[config.mk]
export PLATFORM = sky130hd
export DESIGN_NAME = t8pwm_core
export DESIGN_NICKNAME = d
export VERILOG_FILES = /design/src/hw/t8pwm_pkg.sv /design/src/hw/t8pwm_presc.sv /design/src/hw/t8pwm_core.sv
export SDC_FILE = /design/constraint.sdc
export NUM_CORES = 1
export LEC_CHECK = 0
export ABC_AREA = 1
export BUFFER_PORTS_ARGS = -buffer_cell sky130_fd_sc_hd__buf_2
export CAP_MARGIN = 20
export CORE_UTILIZATION = 50
export CTS_BUF_LIST = sky130_fd_sc_hd__clkbuf_2
export DETAILED_ROUTE_END_ITERATION = 12
export PLACE_DENSITY = 0.72
export SLEW_MARGIN = 20
export SYNTH_ARGS = -nofsm -noshare
export SYNTH_HDL_FRONTEND = slang
export SYNTH_HIERARCHICAL = 1
export SYNTH_SLANG_ARGS = --single-unit
[constraint.sdc]
create_clock -name i_clk -period 2 [get_ports i_clk]
set_input_delay 0.1 -clock i_clk [delete_from_list [all_inputs] [get_ports i_clk]]
set_output_delay 0.1 -clock i_clk [all_outputs]
set_load 0.01 [all_outputs]
[src/hw/t8pwm_pkg.sv]
// Constants, field layouts and types shared by the 8-bit timer waveform block.
package t8pwm_pkg;

  // Register addresses in the I/O data space.
  localparam logic [7:0] T8PWM_ADDR_CTRL_A = 8'h44;
  localparam logic [7:0] T8PWM_ADDR_CTRL_B = 8'h45;
  localparam logic [7:0] T8PWM_ADDR_COUNT = 8'h46;
  localparam logic [7:0] T8PWM_ADDR_CMP_A = 8'h47;
  localparam logic [7:0] T8PWM_ADDR_FLAGS = 8'h35;

  // Values after reset and counter end points.
  localparam logic [7:0] T8PWM_RST_BYTE = 8'h00;
  localparam logic [7:0] T8PWM_BOTTOM = 8'h00;
  localparam logic [7:0] T8PWM_MAX = 8'hFF;
  localparam logic [7:0] T8PWM_ONE = 8'h01;

  // Waveform mode selector codes, high bit first.
  localparam logic [2:0] T8PWM_WGM_NORMAL = 3'h0;
  localparam logic [2:0] T8PWM_WGM_PC_FIXED = 3'h1;
  localparam logic [2:0] T8PWM_WGM_CTC = 3'h2;
  localparam logic [2:0] T8PWM_WGM_FAST_FIXED = 3'h3;
  localparam logic [2:0] T8PWM_WGM_PC_CMP = 3'h5;
  localparam logic [2:0] T8PWM_WGM_FAST_CMP = 3'h7;

  // Channel output mode codes.
  localparam logic [1:0] T8PWM_COM_OFF = 2'h0;
  localparam logic [1:0] T8PWM_COM_TOGGLE = 2'h1;
  localparam logic [1:0] T8PWM_COM_CLEAR = 2'h2;
  localparam logic [1:0] T8PWM_COM_SET = 2'h3;

  // Bit positions in control register B and the flag register.
  localparam int T8PWM_CTRLB_FORCE_A = 7;
  localparam int T8PWM_CTRLB_WGM_HIGH = 3;
  localparam int T8PWM_FLAG_OVF = 0;
  localparam int T8PWM_FLAG_CMPA = 1;

  // Tick source selections and prescaler masks.
  localparam logic [2:0] T8PWM_CS_STOP = 3'h0;
  localparam logic [2:0] T8PWM_CS_DIV1 = 3'h1;
  localparam logic [2:0] T8PWM_CS_DIV8 = 3'h2;
  localparam logic [2:0] T8PWM_CS_DIV64 = 3'h3;
  localparam logic [2:0] T8PWM_CS_DIV256 = 3'h4;
  localparam logic [2:0] T8PWM_CS_DIV1024 = 3'h5;
  localparam logic [9:0] T8PWM_MASK_DIV8 = 10'h007;
  localparam logic [9:0] T8PWM_MASK_DIV64 = 10'h03F;
  localparam logic [9:0] T8PWM_MASK_DIV256 = 10'h0FF;
  localparam logic [9:0] T8PWM_MASK_DIV1024 = 10'h3FF;
  localparam logic [9:0] T8PWM_PRESC_RST = 10'h000;

  // Layout of control register A.
  typedef struct packed {
    logic [1:0] chan_a_out_mode;
    logic [1:0] chan_b_out_mode;
    logic [1:0] rsvd;
    logic [1:0] wave_mode_sel;
  } t8pwm_ctrl_a_t;

  // One access on the I/O register port.
  typedef struct packed {
    logic wr;
    logic rd;
    logic [7:0] addr;
    logic [7:0] wdata;
  } t8pwm_io_req_t;

  // Counting direction; one bit, so trivially Gray.
  typedef enum logic [0:0] {
    T8PWM_UP = 1'b0,
    T8PWM_DOWN = 1'b1
  } t8pwm_dir_t;

endpackage

[src/hw/t8pwm_presc.sv]
// Prescaler that turns the I/O clock into the timer tick enable.
`timescale 1ns/1ps
module t8pwm_presc (
  input wire logic i_clk,
  input wire logic i_rst_n,
  input wire logic [2:0] i_tick_source_sel,
  output logic o_tick
);
  import t8pwm_pkg::*;

  logic [9:0] presc_ff; // Free running divider count.
  logic [9:0] nxt_presc;
  logic tick_ff; // Registered tick enable.
  logic nxt_tick;

  // Selects which divider phase produces a tick; stop gives none at all.
  always_comb begin
    nxt_presc = presc_ff + 10'h001;
    case (i_tick_source_sel)
      T8PWM_CS_DIV1: nxt_tick = 1'b1;
      T8PWM_CS_DIV8: nxt_tick = (presc_ff & T8PWM_MASK_DIV8) == T8PWM_MASK_DIV8;
      T8PWM_CS_DIV64: nxt_tick = (presc_ff & T8PWM_MASK_DIV64) == T8PWM_MASK_DIV64;
      T8PWM_CS_DIV256: nxt_tick = (presc_ff & T8PWM_MASK_DIV256) == T8PWM_MASK_DIV256;
      T8PWM_CS_DIV1024: nxt_tick = (presc_ff & T8PWM_MASK_DIV1024) == T8PWM_MASK_DIV1024;
      default: nxt_tick = 1'b0; // Stop and external sources give no tick.
    endcase
  end

  // Registers the divider and the tick; the tick is a clock enable, not a clock.
  always_ff @(posedge i_clk) begin
    if (!i_rst_n) begin
      presc_ff <= T8PWM_PRESC_RST;
      tick_ff <= 1'b0;
    end else begin
      presc_ff <= nxt_presc;
      tick_ff <= nxt_tick;
    end
  end

  assign o_tick = tick_ff;
endmodule // t8pwm_presc

[src/hw/t8pwm_core.sv]
// Timer counter with phase-correct, fast and non-PWM waveform output for channel A.
// Notes on behaviour
// - Modes 0x1 and 0x5 select phase-correct PWM.
// - Count up to TOP, then down.
// - TOP is 0xFF or compare A value.
// - Counter holds TOP for one tick.
// - Overflow flag set at every BOTTOM.
// - Non-inverted: clear on up, set down.
// - Inverted: set on up, clear down.
// - In the PWM modes, 01 toggles only when high bit set.
// - Nonzero output mode overrides port pin, but 01 only if non-PWM or high bit set.
// - Compare BOTTOM low, MAX high, non-inverted.
// - Leaving MAX forces up result at BOTTOM.
// - Missed up match still takes its transition.
// - Non-PWM: 01 toggle, 10 clear, 11 set.
// - Fast PWM: match action, opposite at BOTTOM.
// - Fast PWM compare at TOP ignores match.
// - Phase-correct compare at TOP acts at TOP.
// - Single clock; tick is clock enable.
// - Fixed TOP period is 510 ticks.
// - Control A layout, all bits reset zero.
// - High mode bit sits in control B.
// - Tick select zero stops the counter.
`timescale 1ns/1ps
module t8pwm_core (
  input wire logic i_clk,
  input wire logic i_rst_n,
  input wire t8pwm_pkg::t8pwm_io_req_t i_io_req,
  input wire logic i_port_data_a,
  input wire logic i_port_dir_a,
  output logic [7:0] o_io_rdata,
  output logic o_wave_out_a,
  output logic o_pin_a_out,
  output logic o_pin_a_oe_n,
  output logic o_overflow_flag,
  output logic o_compare_a_flag
);
  import t8pwm_pkg::*;

  t8pwm_ctrl_a_t ctrl_a_ff; // Control register A.
  t8pwm_ctrl_a_t nxt_ctrl_a;
  logic [7:0] ctrl_b_ff; // Control register B; force strobe is never stored.
  logic [7:0] nxt_ctrl_b;
  logic [7:0] count_ff; // Counter value.
  logic [7:0] nxt_count;
  logic [7:0] cmp_buf_ff; // Compare value as written by software.
  logic [7:0] nxt_cmp_buf;
  logic [7:0] cmp_act_ff; // Compare value the logic is using.
  logic [7:0] nxt_cmp_act;
  t8pwm_dir_t dir_ff; // Counting direction.
  t8pwm_dir_t nxt_dir;
  logic [1:0] flags_ff; // Overflow and compare A flags.
  logic [1:0] nxt_flags;
  logic wave_ff; // Waveform value of channel A.
  logic nxt_wave;
  logic leave_max_ff; // Compare value just left MAX.
  logic nxt_leave_max;
  logic up_hit_ff; // An up-counting match was seen on this slope.
  logic nxt_up_hit;
  logic pin_out_ff; // Level driven to the pin.
  logic nxt_pin_out;
  logic pin_oe_n_ff; // Pin driver enable, low while driving.
  logic nxt_pin_oe_n;
  logic [7:0] rdata_ff; // Read data, one cycle after the read.
  logic [7:0] nxt_rdata;

  logic tick; // Timer tick from the prescaler.
  logic [2:0] wgm; // Full waveform mode selector.
  logic [1:0] com; // Channel A output mode.
  logic is_pc; // Phase-correct PWM selected.
  logic is_fast; // Fast PWM selected.
  logic is_nonpwm; // Normal, CTC or an unused mode code selected.
  logic [7:0] top; // Current TOP value.
  logic at_top; // Counter sits at TOP.
  logic match; // Compare match on this tick.
  logic up_res; // Output level an up-counting match gives.
  logic down_res; // Output level a down-counting match gives.
  logic [1:0] flag_set; // Hardware flag events this cycle.
  logic [1:0] flag_clr; // Software clears this cycle.
  logic force_a; // Forced compare strobe.
  logic wave_conn; // Waveform owns the pin in the current mode.

  // The tick only enables the counter; everything runs on i_clk.
  t8pwm_presc u_presc (
    .i_clk(i_clk),
    .i_rst_n(i_rst_n),
    .i_tick_source_sel(ctrl_b_ff[2:0]),
    .o_tick(tick)
  );

  // Decodes mode, TOP and the match levels from the registers.
  always_comb begin
    wgm = {ctrl_b_ff[T8PWM_CTRLB_WGM_HIGH], ctrl_a_ff.wave_mode_sel};
    com = ctrl_a_ff.chan_a_out_mode;
    is_pc = (wgm == T8PWM_WGM_PC_FIXED) || (wgm == T8PWM_WGM_PC_CMP);
    is_fast = (wgm == T8PWM_WGM_FAST_FIXED) || (wgm == T8PWM_WGM_FAST_CMP);
    is_nonpwm = !is_pc && !is_fast;
    // Mode 0x5, 0x7 and CTC take TOP from compare A; the others use MAX.
    if ((wgm == T8PWM_WGM_PC_CMP) || (wgm == T8PWM_WGM_FAST_CMP) || (wgm == T8PWM_WGM_CTC)) begin
      top = cmp_act_ff;
    end else begin
      top = T8PWM_MAX;
    end
    at_top = count_ff == top;
    match = tick && (count_ff == cmp_act_ff);
    up_res = com[0];
    down_res = ~com[0];
    // Code 01 drives the pin only in non-PWM modes or with the high mode bit set.
    wave_conn = com[1] || ((com == T8PWM_COM_TOGGLE) && (is_nonpwm || wgm[2]));
  end

  // Computes every next value: counter, buffers, waveform, flags, pin and bus.
  always_comb begin
    nxt_ctrl_a = ctrl_a_ff;
    nxt_ctrl_b = ctrl_b_ff;
    nxt_count = count_ff;
    nxt_cmp_buf = cmp_buf_ff;
    nxt_cmp_act = cmp_act_ff;
    nxt_dir = dir_ff;
    nxt_wave = wave_ff;
    nxt_leave_max = leave_max_ff;
    nxt_up_hit = up_hit_ff;
    nxt_rdata = rdata_ff;
    flag_set = 2'h0;
    flag_clr = 2'h0;
    force_a = i_io_req.wr && (i_io_req.addr == T8PWM_ADDR_CTRL_B)
              && i_io_req.wdata[T8PWM_CTRLB_FORCE_A] && is_nonpwm;
    // Counter sequence; nothing moves without a tick.
    if (tick && is_pc) begin
      if (dir_ff == T8PWM_UP) begin
        if (count_ff >= top) begin
          // TOP was held for this one tick; turn round now.
          nxt_dir = T8PWM_DOWN;
          nxt_count = (top == T8PWM_BOTTOM) ? T8PWM_BOTTOM : count_ff - T8PWM_ONE;
        end else begin
          nxt_count = count_ff + T8PWM_ONE;
        end
      end else begin
        if (count_ff == T8PWM_BOTTOM) begin
          // BOTTOM is held one tick too, so a MAX TOP gives 510 ticks.
          nxt_dir = T8PWM_UP;
          nxt_count = (top == T8PWM_BOTTOM) ? T8PWM_BOTTOM : T8PWM_ONE;
          flag_set[T8PWM_FLAG_OVF] = 1'b1;
        end else begin
          nxt_count = count_ff - T8PWM_ONE;
        end
      end
    end else if (tick) begin
      // Single-slope modes count up only.
      nxt_dir = T8PWM_UP;
      if ((is_fast || (wgm == T8PWM_WGM_CTC)) && at_top) begin
        nxt_count = T8PWM_BOTTOM;
      end else begin
        nxt_count = count_ff + T8PWM_ONE;
      end
      if ((wgm == T8PWM_WGM_FAST_CMP) ? at_top : (count_ff == T8PWM_MAX)) begin
        flag_set[T8PWM_FLAG_OVF] = 1'b1;
      end
    end
    if (match) begin
      flag_set[T8PWM_FLAG_CMPA] = 1'b1;
    end
    // Compare value: immediate in non-PWM, latched at TOP in the PWM modes.
    if (is_nonpwm) begin
      nxt_cmp_act = cmp_buf_ff;
    end else if (tick && at_top && (dir_ff == T8PWM_UP)) begin
      nxt_cmp_act = cmp_buf_ff;
      if (is_pc && (cmp_act_ff == T8PWM_MAX) && (cmp_buf_ff != T8PWM_MAX)) begin
        nxt_leave_max = 1'b1;
      end
    end
    // Waveform generation per mode family.
    if (is_pc && tick) begin
      if ((count_ff == T8PWM_BOTTOM) && (dir_ff == T8PWM_DOWN)) begin
        // BOTTOM counts as the start of the up slope.
        nxt_leave_max = 1'b0;
        nxt_up_hit = match;
        if (com[1] && (match || leave_max_ff)) begin
          nxt_wave = up_res;
        end else if ((com == T8PWM_COM_TOGGLE) && wgm[2] && match) begin
          nxt_wave = ~wave_ff;
        end
      end else if (at_top && (dir_ff == T8PWM_UP)) begin
        if (com[1] && (cmp_act_ff == top)) begin
          nxt_wave = down_res;
        end else if (com[1] && !up_hit_ff) begin
          nxt_wave = up_res;
        end else if ((com == T8PWM_COM_TOGGLE) && wgm[2] && match) begin
          nxt_wave = ~wave_ff;
        end
      end else if (match) begin
        if (dir_ff == T8PWM_UP) begin
          nxt_up_hit = 1'b1;
        end
        if (com[1]) begin
          nxt_wave = (dir_ff == T8PWM_UP) ? up_res : down_res;
        end else if ((com == T8PWM_COM_TOGGLE) && wgm[2]) begin
          nxt_wave = ~wave_ff;
        end
      end
    end else if (is_fast && tick) begin
      if (com[1] && at_top) begin
        nxt_wave = down_res;
      end else if (com[1] && match) begin
        nxt_wave = up_res;
      end else if ((com == T8PWM_COM_TOGGLE) && wgm[2] && match) begin
        nxt_wave = ~wave_ff;
      end
    end else if (is_nonpwm && (match || force_a)) begin
      case (com)
        T8PWM_COM_TOGGLE: nxt_wave = ~wave_ff;
        T8PWM_COM_CLEAR: nxt_wave = 1'b0;
        T8PWM_COM_SET: nxt_wave = 1'b1;
        default: nxt_wave = wave_ff;
      endcase
    end
    // Register writes; a counter write wins over the tick.
    if (i_io_req.wr) begin
      case (i_io_req.addr)
        T8PWM_ADDR_CTRL_A: begin
          nxt_ctrl_a = i_io_req.wdata;
          nxt_ctrl_a.rsvd = 2'h0;
        end
        T8PWM_ADDR_CTRL_B: nxt_ctrl_b = {4'h0, i_io_req.wdata[3:0]};
        T8PWM_ADDR_COUNT: nxt_count = i_io_req.wdata;
        T8PWM_ADDR_CMP_A: nxt_cmp_buf = i_io_req.wdata;
        T8PWM_ADDR_FLAGS: flag_clr = i_io_req.wdata[1:0];
        default: nxt_cmp_buf = cmp_buf_ff;
      endcase
    end
    // A flag set in the same cycle as its clear is kept.
    nxt_flags = (flags_ff & ~flag_clr) | flag_set;
    if (i_io_req.rd) begin
      case (i_io_req.addr)
        T8PWM_ADDR_CTRL_A: nxt_rdata = ctrl_a_ff;
        T8PWM_ADDR_CTRL_B: nxt_rdata = ctrl_b_ff;
        T8PWM_ADDR_COUNT: nxt_rdata = count_ff;
        T8PWM_ADDR_CMP_A: nxt_rdata = cmp_buf_ff;
        T8PWM_ADDR_FLAGS: nxt_rdata = {6'h00, flags_ff};
        default: nxt_rdata = T8PWM_RST_BYTE;
      endcase
    end
    // The waveform takes the pin only while wave_conn marks the output mode as connected.
    nxt_pin_out = wave_conn ? wave_ff : i_port_data_a;
    nxt_pin_oe_n = ~i_port_dir_a;
  end

  // Registers all state; everything resets to zero except the pin driver enable, which resets high.
  always_ff @(posedge i_clk) begin
    if (!i_rst_n) begin
      ctrl_a_ff <= T8PWM_RST_BYTE;
      ctrl_b_ff <= T8PWM_RST_BYTE;
      count_ff <= T8PWM_RST_BYTE;
      cmp_buf_ff <= T8PWM_RST_BYTE;
      cmp_act_ff <= T8PWM_RST_BYTE;
      dir_ff <= T8PWM_UP;
      flags_ff <= 2'h0;
      wave_ff <= 1'b0;
      leave_max_ff <= 1'b0;
      up_hit_ff <= 1'b0;
      pin_out_ff <= 1'b0;
      pin_oe_n_ff <= 1'b1;
      rdata_ff <= T8PWM_RST_BYTE;
    end else begin
      ctrl_a_ff <= nxt_ctrl_a;
      ctrl_b_ff <= nxt_ctrl_b;
      count_ff <= nxt_count;
      cmp_buf_ff <= nxt_cmp_buf;
      cmp_act_ff <= nxt_cmp_act;
      dir_ff <= nxt_dir;
      flags_ff <= nxt_flags;
      wave_ff <= nxt_wave;
      leave_max_ff <= nxt_leave_max;
      up_hit_ff <= nxt_up_hit;
      pin_out_ff <= nxt_pin_out;
      pin_oe_n_ff <= nxt_pin_oe_n;
      rdata_ff <= nxt_rdata;
    end
  end

  assign o_io_rdata = rdata_ff;
  assign o_wave_out_a = wave_ff;
  assign o_pin_a_out = pin_out_ff;
  assign o_pin_a_oe_n = pin_oe_n_ff;
  assign o_overflow_flag = flags_ff[T8PWM_FLAG_OVF];
  assign o_compare_a_flag = flags_ff[T8PWM_FLAG_CMPA];
endmodule // t8pwm_core

==> summary.md <==
| Metric | Value |
|---|---|
| Crit-path max FO | `8` |
| Post-synth ARST share | `0` |
| Clk pin slew, worst setup/hold paths | `0.21 ns` |
| Pin count of the biggest net entering global routing | `28` |
| Most frequent cell after synthesis | `nand2_1` |
| Vias in the first global route | `3859` |
| Critical path class | `reg -> reg` |
| Hold Slack | `~0.029 ns` |
| Std-Cell Rows | `31` |
| GP Congestion | `0.915` |
| Max Fclk | `~0.46 GHz` |
| Syn nets | `approximately 600` |
| NumNets Final | `about 690` |
| Slowest CP cell | `dfxtp_2` |
| Seq/Total Area, Yosys | `0.323` |
| Synth Area in Adders | `0.0430` |
| Dpl hpwl | `~8600 um` |
| Root Driver | `clkbuf_2` |
| Synth area leader | `dfxtp_1` |
| Synth-to-Final Area Change | `28.4%` |
| Overall die area | `roughly 7900 um2` |
| Clk_lat worst skew | `between 0.5 and 0.6 ns` |
| Via count of the routed design | `between 4000 and 5000` |
| Chip Height | `around 89 um` |
| Routed wire length | `between 10000 and 15000 um` |
| Arr. time, crit path | `about 2.6 ns` |
| Slowest stage delay, CP | `approximately 0.4 ns` |
| Largest family of logic cells by synthesized area | `simple AND/OR/NAND/NOR gates` |
| Layout cell share with drive strength beyond 1 | `0.272` |
| Starting DRT DRC Count | `362` |
| Initial Util | `0.519` |
| RSZ-0062 raised after global routing | `true` |
| Hold Path Class | `in -> reg` |
| Slew HR | `0.625` |
| CP Cell Sequence | `inv_2 -> nand3_4 -> nand2_4 -> inv_8 -> nor2_1 -> ha_1 -> nand2_2 -> nor2_4 -> nand2_4 -> inv_4 -> nor2_4 -> nand3_2 -> o21ai_4 -> nand3_2 -> nand4_1 -> nand3_1 -> inv_1` |
| CTS tree | `done` |
| DR DRC count | `0` |
| First-pass GRT wire length | `between 15000 and 20000 um` |
| DR vias/cell | `5.69` |
| Count of final max-slew check failures | `0` |
| Clock H-tree levels | `3` |
| Most common library cells after synthesis | `nand2_1 (117), inv_1 (65), dfxtp_1 (61)` |
| Total GRT Usage | `0.303` |
| DRT antenna net count | `0` |
| Core Area | `7290 um2` |
| Syn Std Cell Area | `3780 um2` |
| Post-Synth XOR/XNOR Area | `0.0185` |
| TritonRoute pass-1 iters | `6` |
| CTS buffer count | `9` |
| Initial antenna violation count | `0` |
| R2R cell count | `17` |
| Clock skew | `just over 0.02 ns` |
| Final setup violation count | `19` |
| Non-filler cells in the finished layout | `761` |
| Power Dens Cells | `around 450 nW/um2` |
| Clock tree buffer depth | `2` |
| WHS Path Cells | `5` |
| Crit path launch type | `flop` |
| Worst ir drop on vdd | `0.265 mV` |
| Antenna fix cells | `0` |
| Syn Inst Count | `approximately 570` |
| # port buffers | `34` |
| Mux cell area share after synthesis | `0` |
| Compound-gate portion of the synthesized area | `0.179` |
| Outcome | `finished with violations` |
| Final worst setup slack | `-0.189 ns` |
| Synth Register Bits | `between 60 and 70` |
| Cell variety after synth | `40` |
| Leakage | `about 0.0021 uW` |
| Yosys warnings | `6` |
| Final hold vios | `0` |
| Synth area leaders | `dfxtp_1 (32%), nand2_1 (12%), a21oi_1 (7.4%), inv_1 (6.4%), nor2_1 (5.3%)` |
| Total grt overflow | `0` |
| Wire length per cell | `approximately 16 um` |
| Violated checks | `setup timing` |
| DP Cell Count | `726` |
| Clock net sink count | `61` |
| Period utilization | `1.09` |
| EDFF count, synth | `0` |
| Actual slew at the worst max-slew pin | `roughly 0.56 ns` |
| Prevailing post-synth register cell | `dfxtp_1` |
| Synth Area per Inst | `6.66 um2` |
| Worst EP required | `2.45 ns` |
| Crit. End Element | `flop` |
| Die W | `about 89 um` |
| I/O Pins | `35` |
| Synth top area share | `0.323` |
| Post-synthesis simple-gate area fraction | `0.335` |
| Post-route minimum period | `approximately 2.2 ns` |
| Max-cap violations | `0` |
-- repair_timing --
action | 4_1_cts | 5_1_grt
buffers inserted | 3 | 0
gates resized for setup | 25 | 33
pin swaps | 14 | 14
setup endpoints to repair | 19 | 21
hold buffers | 16 | 0
cloned | 0 | 0
hold endpoints to repair | 43 | 0
-- layer usage --
layer | share of wire | vias to the layer above | GRT usage | wire [um]
met5 | 0 | - | 0 | 0
met4 | 0.038 | 0 | 0.150 | 450
met3 | 0.073 | 41 | 0.0693 | 869
met2 | 0.47 | 190 | 0.492 | 5560
met1 | 0.42 | 2018 | 0.380 | 5020
li1 | - | 2079 | - | -
-- critical path: cells and delay by family, from the launching register on --
kind                       cells  cell delay, ns
buffers and inverters          4            0.27
DFF                            1            0.40
and+or+nand+nor               11            0.87
adders and majority gates      1            0.30
AOI/OAI and AO/OA              1            0.29
-- state kept, by name (all words and copies together), names as in the netlist, 2 cells and up --
register	cells
cmp_buf_ff	8
com	2
u_presc/presc_ff	10
cmp_act_ff	8
o_io_rdata	8
ctrl_a_ff	4
flags_ff	2
count_ff	8
ctrl_b_ff	4
-- cell usage in the layout (no fill, tap or decap), types with 9 or more instances in the layout --
| cell type | Yosys | final |
|---|---|---|
| nand2_1 | 117 | 107 |
| inv_1 | 65 | 62 |
| dfxtp_1 | 61 | 58 |
| a21oi_1 | 56 | 51 |
| buf_4 | 1 | 42 |
| nor2_1 | 53 | 41 |
| o21ai_0 | 37 | 35 |
| buf_2 | 1 | 34 |
| nand3_1 | 36 | 33 |
| nand4_1 | 18 | 18 |
| dlygate4sd3_1 | 0 | 16 |
| nand2_2 | 5 | 12 |
| nor2_4 | 6 | 12 |
| nor2_2 | 5 | 11 |
| inv_2 | 10 | 10 |
| clkbuf_2 | 0 | 9 |
-- final cells by class --
class / instances / area [um2]
multi-input cells: 412 / 2420
flip-flops and latches: 61 / 1230
repair buffers: 93 / 657
well taps: 99 / 124
fillers: 659 / 2430
clock buffers: 9 / 45.0
inverters: 80 / 315
clock inverters: 7 / 72.6
-- per-stage QoR --
step / setup slack, ns / TNS [ns] / power (uW) / instance area (um2) / util
after floorplan: -0.0831 / -0.405 / 1320 / 3800 / -
after global placement: -0.287 / -2.95 / 1380 / 4310 / 0.591
after CTS: -0.158 / -1.81 / 2200 / 4690 / 0.644
after detailed placement: -0.332 / -4.19 / 1380 / 4310 / 0.591
after global routing: -0.361 / -4.31 / 2290 / 4860 / 0.666
final: -0.189 / -1.74 / 2210 / 4860 / 0.666
-- logic make-up (layout without fill, tap and decap cells) --
logic type      after synthesis  count (layout)
xor+xnor                      8               8
buf+inv                      95             189
simple gates                269             269
compound gates              122             122
flops                        61              61
fa+ha+maj                    13              13
-- where the power goes --
part           total [uW]  leakage, uW  internal, uW  switching, uW
registers            1230     0.000495          1230           7.58
clock network         823    0.0000687           292            531
logic                 148      0.00151          59.9           87.6
total                2210      0.00207          1580            626
-- path summary, 6_finish.rpt --
check | from | end | slack (ns)
max reg2reg | ctrl_b_ff[3] | count_ff[3] | -0.19
min reg2reg | o_io_rdata[7] | o_io_rdata[7] | 0.48
max | ctrl_b_ff[3] | count_ff[3] | -0.19
min | i_io_req[14] | o_io_rdata[0] | 0.03
Power figures use the tool's default switching activity.
